### config.mk
export PLATFORM = sky130hd
export DESIGN_NAME = imc_ctrl_top
export DESIGN_NICKNAME = d
export VERILOG_FILES = /design/src/imc_pkg.sv /design/src/imc_ctrl_top.sv
export SDC_FILE = /design/constraint.sdc
export NUM_CORES = 1
export LEC_CHECK = 0
export BUFFER_PORTS_ARGS = -buffer_cell sky130_fd_sc_hd__clkbuf_2
export CAP_MARGIN = 10
export CORE_ASPECT_RATIO = 0.8
export CORE_MARGIN = 2
export CORE_UTILIZATION = 45
export DETAILED_ROUTE_END_ITERATION = 8
export HOLD_SLACK_MARGIN = 0.06
export PLACE_DENSITY_LB_ADDON = 0.08
export SYNTH_ARGS = -nofsm -noshare
export SYNTH_HDL_FRONTEND = slang
export SYNTH_SLANG_ARGS = --single-unit
export TNS_END_PERCENT = 30
### constraint.sdc
create_clock -name core_clk -period 4.4 [get_ports core_clk]
set_input_delay 0.22 -clock core_clk [delete_from_list [all_inputs] [get_ports core_clk]]
set_output_delay 0.22 -clock core_clk [all_outputs]
set_load 0.1 [all_outputs]
### src/imc_pkg.sv
// constants, types and state layout of the i2c master control and status block
`default_nettype none
package imc_pkg;

  // ****************************************
  // register map
  // ****************************************
  localparam logic [3:0] OFS_CTRL = 4'h0;
  localparam logic [3:0] OFS_RXDATA = 4'h4;
  localparam logic [3:0] OFS_TXDATA = 4'h8;
  localparam logic [3:0] OFS_CMD = 4'hC;
  localparam int BIT_RXF = 7;
  localparam int BIT_RX_FULL_IRQ_EN = 6;
  localparam int BIT_ERR = 5;
  localparam int BIT_RATE = 4;
  localparam int BIT_TXE = 3;
  localparam int BIT_TX_EMPTY_IRQ_EN = 2;
  localparam int BIT_STOP_AFTER_READ = 1;
  localparam int BIT_STOP_AFTER_WRITE = 0;
  localparam int BIT_CMD_READ = 0;
  localparam logic [7:0] CTRL_RESET = 8'h00;

  // ****************************************
  // timing and buffering
  // ****************************************
  localparam int CLK_MHZ = 250;
  localparam int STD_RATE_KHZ = 100;
  localparam int FAST_RATE_KHZ = 400;
  localparam logic [9:0] QUARTER_STD_CYC = 10'(CLK_MHZ * 1000 / (STD_RATE_KHZ * 4));
  localparam logic [9:0] QUARTER_FAST_CYC = 10'(CLK_MHZ * 1000 / (FAST_RATE_KHZ * 4));
  localparam int FIFO_WIDTH = 9;
  localparam int FIFO_DEPTH = 16;

  // ****************************************
  // engine states and block state
  // ****************************************
  typedef enum logic [4:0] {
    ENG_IDLE = 5'h01,
    ENG_START = 5'h02,
    ENG_BIT = 5'h04,
    ENG_ACK = 5'h08,
    ENG_STOP = 5'h10
  } imc_eng_t;

  typedef struct packed {
    logic waitReq;
    logic [31:0] readData;
    logic rx_full_flag;
    logic rx_full_irq_en;
    logic err;
    logic rate;
    logic tx_empty_flag;
    logic tx_empty_irq_en;
    logic stopRd;
    logic stopWr;
    logic [7:0] rxData;
    imc_eng_t eng;
    logic [1:0] phase;
    logic [2:0] bitCnt;
    logic [7:0] shift;
    logic isRead;
    logic nack;
    logic onBus;
    logic [9:0] tickCnt;
    logic sync1;
    logic sync2;
    logic sclOe;
    logic sdaOe;
    logic sclOut;
    logic sdaOut;
    logic irq;
  } imc_state_t;

endpackage
`default_nettype wire

### src/imc_ctrl_top.sv
// i2c master port: command fifo, register slave, byte engine and flags
`timescale 1ns/1ns
`default_nettype none

// ****************************************
// command fifo
// ****************************************
module imc_fifo #(
  parameter int WIDTH = 9,
  parameter int DEPTH = 16
) (
  input wire logic core_clk,
  input wire logic nrst,
  input wire logic inValid,
  output logic inReady,
  input wire logic [WIDTH-1:0] inData,
  output logic outValid,
  input wire logic outReady,
  output logic [WIDTH-1:0] outData
);
  localparam int AW = $clog2(DEPTH);
  localparam logic [AW:0] FULL_CNT = (AW + 1)'(DEPTH);

  typedef struct packed {
    logic [DEPTH-1:0][WIDTH-1:0] mem;
    logic [AW-1:0] wrPtr;
    logic [AW-1:0] rdPtr;
    logic [AW:0] count;
  } imc_fifo_state_t;

  imc_fifo_state_t s;
  imc_fifo_state_t next_s;
  logic doPush;
  logic doPop;

  // flags come from the count so full and empty never disagree
  assign inReady = (s.count != FULL_CNT);
  assign outValid = (s.count != '0);
  assign outData = s.mem[s.rdPtr];

  // push and pop may happen in the same cycle
  always_comb begin
    next_s = s;
    doPush = inValid && inReady;
    doPop = outValid && outReady;
    if (doPush) begin
      next_s.mem[s.wrPtr] = inData;
      next_s.wrPtr = s.wrPtr + 1'b1;
    end
    if (doPop) begin
      next_s.rdPtr = s.rdPtr + 1'b1;
    end
    if (doPush && !doPop) begin
      next_s.count = s.count + 1'b1;
    end else if (doPop && !doPush) begin
      next_s.count = s.count - 1'b1;
    end
  end

  always_ff @(posedge core_clk or negedge nrst) begin
    if (!nrst) begin
      s <= '0;
    end else begin
      s <= next_s;
    end
  end
endmodule

// ****************************************
// top: register slave and serial engine
// ****************************************
module imc_ctrl_top (
  input wire logic core_clk,
  input wire logic nrst,
  input wire logic [3:0] avsAddress,
  input wire logic avsRead,
  input wire logic avsWrite,
  input wire logic [31:0] avsWriteData,
  input wire logic [3:0] avsByteEnable,
  output logic [31:0] avsReadData,
  output logic avsWaitRequest,
  output logic sclOut,
  output logic sclOe,
  input wire logic sdaIn,
  output logic sdaOut,
  output logic sdaOe,
  output logic irq
);
  imc_pkg::imc_state_t s;
  imc_pkg::imc_state_t next_s;
  logic fifoInValid;
  logic fifoInReady;
  logic [8:0] fifoInData;
  logic fifoOutValid;
  logic fifoOutReady;
  logic [8:0] fifoOutData;
  logic tick;
  logic [9:0] reload;
  logic ctrlWrAck;
  logic txWrAck;
  logic rxRdAck;
  logic rxDone;
  logic txDone;
  logic stopNow;
  logic [7:0] ctrlView;

  assign avsReadData = s.readData;
  assign avsWaitRequest = s.waitReq;
  assign sclOut = s.sclOut;
  assign sclOe = s.sclOe;
  assign sdaOut = s.sdaOut;
  assign sdaOe = s.sdaOe;
  assign irq = s.irq;

  // bit 8 marks a read request, low byte is the byte to send
  imc_fifo #(
    .WIDTH(imc_pkg::FIFO_WIDTH),
    .DEPTH(imc_pkg::FIFO_DEPTH)
  ) cmdFifo (
    .core_clk(core_clk),
    .nrst(nrst),
    .inValid(fifoInValid),
    .inReady(fifoInReady),
    .inData(fifoInData),
    .outValid(fifoOutValid),
    .outReady(fifoOutReady),
    .outData(fifoOutData)
  );

  // whole next state; bus effects first so hardware sets below win
  always_comb begin
    next_s = s;
    fifoInValid = 1'b0;
    fifoInData = '0;
    fifoOutReady = 1'b0;
    ctrlWrAck = 1'b0;
    txWrAck = 1'b0;
    rxRdAck = 1'b0;
    rxDone = 1'b0;
    txDone = 1'b0;
    stopNow = 1'b0;
    ctrlView = {s.rx_full_flag, s.rx_full_irq_en, s.err, s.rate, s.tx_empty_flag, s.tx_empty_irq_en, s.stopRd, s.stopWr};
    reload = s.rate ? imc_pkg::QUARTER_FAST_CYC - 10'h001 :
      imc_pkg::QUARTER_STD_CYC - 10'h001;
    tick = (s.tickCnt == 10'h000);
    next_s.sync1 = sdaIn;
    next_s.sync2 = s.sync1;

    // avalon slave: one wait cycle, then a single low cycle of waitrequest
    if (!s.waitReq) begin
      next_s.waitReq = 1'b1;
    end else if (avsRead || avsWrite) begin
      // a full fifo stalls any write that would push into it, so no request is lost
      if (!(avsWrite && avsByteEnable[0] && !fifoInReady &&
            (avsAddress == imc_pkg::OFS_TXDATA || avsAddress == imc_pkg::OFS_CMD))) begin
        next_s.waitReq = 1'b0;
        next_s.readData = '0;
        if (avsRead) begin
          case (avsAddress)
            imc_pkg::OFS_CTRL: begin
              next_s.readData = {24'h000000, ctrlView};
            end
            imc_pkg::OFS_RXDATA: begin
              next_s.readData = {24'h000000, s.rxData};
              rxRdAck = 1'b1;
              next_s.rx_full_flag = 1'b0;
            end
            default: begin
              next_s.readData = '0;
            end
          endcase
        end else if (avsByteEnable[0]) begin
          case (avsAddress)
            imc_pkg::OFS_CTRL: begin
              ctrlWrAck = 1'b1;
              next_s.rx_full_irq_en = avsWriteData[imc_pkg::BIT_RX_FULL_IRQ_EN];
              next_s.err = avsWriteData[imc_pkg::BIT_ERR];
              next_s.rate = avsWriteData[imc_pkg::BIT_RATE];
              next_s.tx_empty_irq_en = avsWriteData[imc_pkg::BIT_TX_EMPTY_IRQ_EN];
              next_s.stopRd = avsWriteData[imc_pkg::BIT_STOP_AFTER_READ];
              next_s.stopWr = avsWriteData[imc_pkg::BIT_STOP_AFTER_WRITE];
            end
            imc_pkg::OFS_TXDATA: begin
              txWrAck = 1'b1;
              fifoInValid = 1'b1;
              fifoInData = {1'b0, avsWriteData[7:0]};
              next_s.tx_empty_flag = 1'b0;
            end
            imc_pkg::OFS_CMD: begin
              // a read request queues behind pending transmit bytes
              fifoInValid = avsWriteData[imc_pkg::BIT_CMD_READ];
              fifoInData = 9'h100;
            end
            default: begin
              fifoInValid = 1'b0;
            end
          endcase
        end
      end
    end

    // quarter-bit divider, held at reload while idle
    if (s.eng == imc_pkg::ENG_IDLE) begin
      next_s.tickCnt = reload;
    end else begin
      next_s.tickCnt = tick ? reload : s.tickCnt - 10'h001;
    end
    if (s.eng != imc_pkg::ENG_IDLE && tick) begin
      next_s.phase = s.phase + 2'h1;
    end

    // byte engine: four quarter phases per bit, scl low, high, high, low
    case (s.eng)
      imc_pkg::ENG_IDLE: begin
        if (fifoOutValid) begin
          fifoOutReady = 1'b1;
          next_s.isRead = fifoOutData[8];
          next_s.shift = fifoOutData[7:0];
          next_s.bitCnt = 3'h0;
          next_s.phase = 2'h0;
          next_s.nack = 1'b0;
          next_s.eng = s.onBus ? imc_pkg::ENG_BIT : imc_pkg::ENG_START;
        end
      end
      imc_pkg::ENG_START: begin
        if (tick) begin
          case (s.phase)
            2'h0: begin
              next_s.sclOe = 1'b0;
              next_s.sdaOe = 1'b0;
            end
            2'h1: next_s.sdaOe = 1'b1;
            2'h2: next_s.sclOe = 1'b1;
            default: begin
              next_s.onBus = 1'b1;
              next_s.eng = imc_pkg::ENG_BIT;
            end
          endcase
        end
      end
      imc_pkg::ENG_BIT: begin
        if (tick) begin
          case (s.phase)
            2'h0: next_s.sdaOe = !s.isRead && !s.shift[7];
            2'h1: next_s.sclOe = 1'b0;
            2'h2: begin
              if (s.isRead) begin
                next_s.shift = {s.shift[6:0], s.sync2};
              end
            end
            default: begin
              next_s.sclOe = 1'b1;
              next_s.bitCnt = s.bitCnt + 3'h1;
              if (!s.isRead) begin
                next_s.shift = {s.shift[6:0], 1'b0};
              end
              if (s.bitCnt == 3'h7) begin
                next_s.eng = imc_pkg::ENG_ACK;
              end
            end
          endcase
        end
      end
      imc_pkg::ENG_ACK: begin
        if (tick) begin
          case (s.phase)
            // the last read byte is answered with no acknowledge
            2'h0: next_s.sdaOe = s.isRead && !s.stopRd;
            2'h1: next_s.sclOe = 1'b0;
            2'h2: begin
              if (!s.isRead && s.sync2) begin
                next_s.nack = 1'b1;
                next_s.err = 1'b1;
              end
            end
            default: begin
              next_s.sclOe = 1'b1;
              next_s.sdaOe = 1'b0;
              if (s.isRead) begin
                rxDone = 1'b1;
                next_s.rxData = s.shift;
                next_s.rx_full_flag = 1'b1;
                stopNow = s.stopRd;
              end else begin
                txDone = 1'b1;
                next_s.tx_empty_flag = 1'b1;
                stopNow = s.stopWr || s.nack;
              end
              next_s.eng = stopNow ? imc_pkg::ENG_STOP : imc_pkg::ENG_IDLE;
            end
          endcase
        end
      end
      imc_pkg::ENG_STOP: begin
        if (tick) begin
          case (s.phase)
            2'h0: next_s.sdaOe = 1'b1;
            2'h1: next_s.sclOe = 1'b0;
            2'h2: next_s.sdaOe = 1'b0;
            default: begin
              next_s.onBus = 1'b0;
              next_s.eng = imc_pkg::ENG_IDLE;
            end
          endcase
        end
      end
      default: begin
        next_s.eng = imc_pkg::ENG_IDLE;
      end
    endcase

    // one request line for both flags, each behind its own enable
    next_s.irq = (s.rx_full_flag && s.rx_full_irq_en) || (s.tx_empty_flag && s.tx_empty_irq_en);
  end

  always_ff @(posedge core_clk or negedge nrst) begin
    if (!nrst) begin
      s <= '0;
      s.waitReq <= 1'b1;
      s.eng <= imc_pkg::ENG_IDLE;
      s.tickCnt <= imc_pkg::QUARTER_STD_CYC - 10'h001;
    end else begin
      s <= next_s;
    end
  end
endmodule

`default_nettype wire

==> impl_results.md <==
- Outcome: complete, no violations
- Post-synthesis register bit count: 218
- Power Density: 479 nW/um^2
- Via count: 6,300
- Maximum clock rate: 288 MHz
- Gp weighted congestion: 0.835
- Placement Cell Area: 10,800 sq um
- Worst EP required: 4.84 ns
- P&R area growth vs syn: 10.4%
- Commonest non-fill, non-tap cell in the layout: dfrtp_1
- Post-Layout Inst Area: 11,600 sq um
- Max VDD drop: 0.000305 V
- Critical path type: reg -> reg
- Initial antenna violation count: 0
- Hold Crit Start: avsWriteData[6]
- Clock Path Buffers: 3
- Setup TNS: 0 ns
- Clk slew on worst S/H paths: 0.06 ns
- Worst Reg-to-Reg Cells: 12
- Post-Syn Area: 10,500 sq um
- Worst-margin pin slew: 1.12 ns
- I/O Buffers: 29
- CTS Root Cell: clkbuf_16
- Final min period: 3.47 ns
- Leakage power total: 5.49 nW
- Vias in the first global route: 6,693
- Starting Density: 45.4%
- Worst hold path depth: 2
- Dpl cells: 1,078
- Cts repair resizes: 0
- Critical R2R Capture: cmdFifo.s[4]
- Final Hold Viols: 0
- Filler cells: 2,020
- Seq/Total Area, Yosys: 51.9%
- WP data arrival: 3.91 ns
- Global-route wire length before repair: 38,800 microns
- Commonest non-fill, non-tap cells in the layout: dfrtp_1, mux2_2, mux4_2, nand2_1, clkbuf_2
- Largest net degree at the start of global routing: 105
- Prevailing post-synth register cell: dfrtp_1
- Post-route non-filler standard cell count: 1,127
- Synth Instances: 788
- H-tree levels: 1
- Final Cycle Share: 78.9%
- CTS tree: yes
- Syn avg cell area: 13.4 sq um
- Max-Cap Viols: 0
- Total GRT Usage: 20.6%
- DR pass1 iterations: 4
- Max-slew violations: 0
- Post-synth EDFFs: 0
- CP Capture Type: register
- Clock Latency Late Sink: 0.52 ns
- Core box area: 23,200 sq um
- Layout cells sized above 1: 35.2%
- Num rows: 50
- Ys async rst share: 100%
- WL/cell: 21.6 microns
- Max-slew headroom: 25.0%
- Skew final: 0.0114 ns
- Min-Delay Path Class: in -> reg
- Final setup viols: 0
- Worst r2r src: s[37]
- Iter 0 DRT Violations: 374
- Startpoint types: register
- WL final: 24,300 microns
- Hold WS: 0.114 ns
- DIE HEIGHT: 141 microns
- Vias per cell: 5.59
- DP HPWL: 16,500 microns
- CTS Buf Count: 24
- ANT cells: 0
- Grt ovf: 0
- DIE AREA: 24,600 sq um
- R2r setup slk: 0.93 ns
- Distinct cells, synth: 59
- Crit path max fanout: 9
- CTS sink cnt: 218
- Post-route DRC: 0
- Fin nets: 862
- RSZ-0062 raised after global routing: false
- Die Wd: 175 microns
- Sink of the worst hold path: ctrlView[6]
- DRT antenna net count: 0
- YS warnings: 0
- Top-level I/O count: 83
==> layout make-up <==
class | count | area (sq um) | share of cell area [%]
Multi-Input combinational cell | 491 | 4620 | 39.7
Clock inverter | 4 | 22.5 | 0.194
Timing Repair Buffer | 45 | 304 | 2.62
Clock buffer | 38 | 754 | 6.49
Tap cell | 312 | 390 | 3.36
Inverter | 19 | 71.3 | 0.613
Sequential cell | 218 | 5470 | 47.0
==> registers in the layout, summed over array words and instances (netlist names) <==
name and cells:
avsWaitRequest 1, sdaOe 1, next_s 1, ctrlView 8
cmdFifo.s 157, irq 1, avsReadData 8, s 40
sclOe 1
==> critical path: stages (launching register included) <==
cell and delay [ns]:
dfrtp_1 0.46, nor2_1 0.23, nand3_1 0.26, nor2_1 0.58, inv_1 0.19, ha_1 0.30, inv_1 0.15, ha_1 0.26
nor2b_1 0.14, o21a_1 0.18, or3_1 0.30, a21oi_1 0.17, xor2_1 0.15
==> kinds of logic (layout without fill, tap and decap cells) <==
kind of cell    after synthesis  after routing  synth area share (%)
fa+ha+maj                    18             18                  2.21
other cells                   1             26                0.0356
mux                         206            206                  25.9
xor+xnor                     17             17                  1.41
flops                       218            218                  51.9
buf+inv                     104            106                  5.17
compound gates               93             93                  6.23
simple gates                131            131                  7.16
==> report_power, final <==
group	internal (mW)	switching, mW
clock	1.17	0.791
combinational	0.451	0.720
sequential	2.15	0.293
==> stage by stage <==
stage               setup WS, ns  total power, mW  util [%]
finish                     0.926             5.57      50.1
global route               0.703             5.88      50.1
CTS                        0.962             5.63      50.1
detailed placement         0.989             3.65      46.4
global placement           0.989             3.62      46.4
floorplan                   1.23             3.31         -
==> how the worst max path moves through the flow <==
stage | depth (start not counted) | startpoint | slack, ns | endpoint
floorplan | 13 | cmdFifo.s[1] | 1.23 | cmdFifo.s[4]
global placement | 12 | s[37] | 0.99 | cmdFifo.s[4]
detailed placement | 12 | s[37] | 0.99 | cmdFifo.s[4]
CTS | 12 | s[37] | 0.96 | cmdFifo.s[4]
global route | 12 | s[37] | 0.70 | cmdFifo.s[4]
finish | 12 | s[37] | 0.93 | cmdFifo.s[4]
==> synthesized netlist by cell type (9+ instances only) <==
library cell | instances | area share, %
a21oi_1 | 20 | 0.95
a221o_1 | 14 | 1.3
a22oi_1 | 16 | 1.1
and3_1 | 24 | 1.4
buf_2 | 21 | 1.0
buf_4 | 34 | 2.4
clkbuf_1 | 27 | 0.96
dfrtp_1 | 212 | 50
ha_1 | 17 | 2.0
inv_1 | 19 | 0.68
mux2_2 | 160 | 17
mux2i_1 | 9 | 0.86
mux4_2 | 37 | 7.9
nand2_1 | 29 | 1.0
nor2_1 | 17 | 0.61
o21ai_0 | 17 | 0.81
xnor2_1 | 11 | 0.92
==> layer usage <==
| metal | share of wire (%) | vias up | track usage, % |
|---|---|---|---|
| li1 | - | 2845 | - |
| met1 | 51 | 3302 | 31.0 |
| met2 | 43 | 113 | 31.1 |
| met3 | 3.7 | 40 | 3.34 |
| met4 | 2.3 | 0 | 5.48 |
| met5 | 0 | - | 0 |
==> what timing repair did <==
action,in CTS,in global routing
hold buffers,7,0
setup endpoints to repair,0,0
buffers inserted,0,0
hold endpoints to repair,106,0
Note: power is estimated with default switching activity, not from simulation.
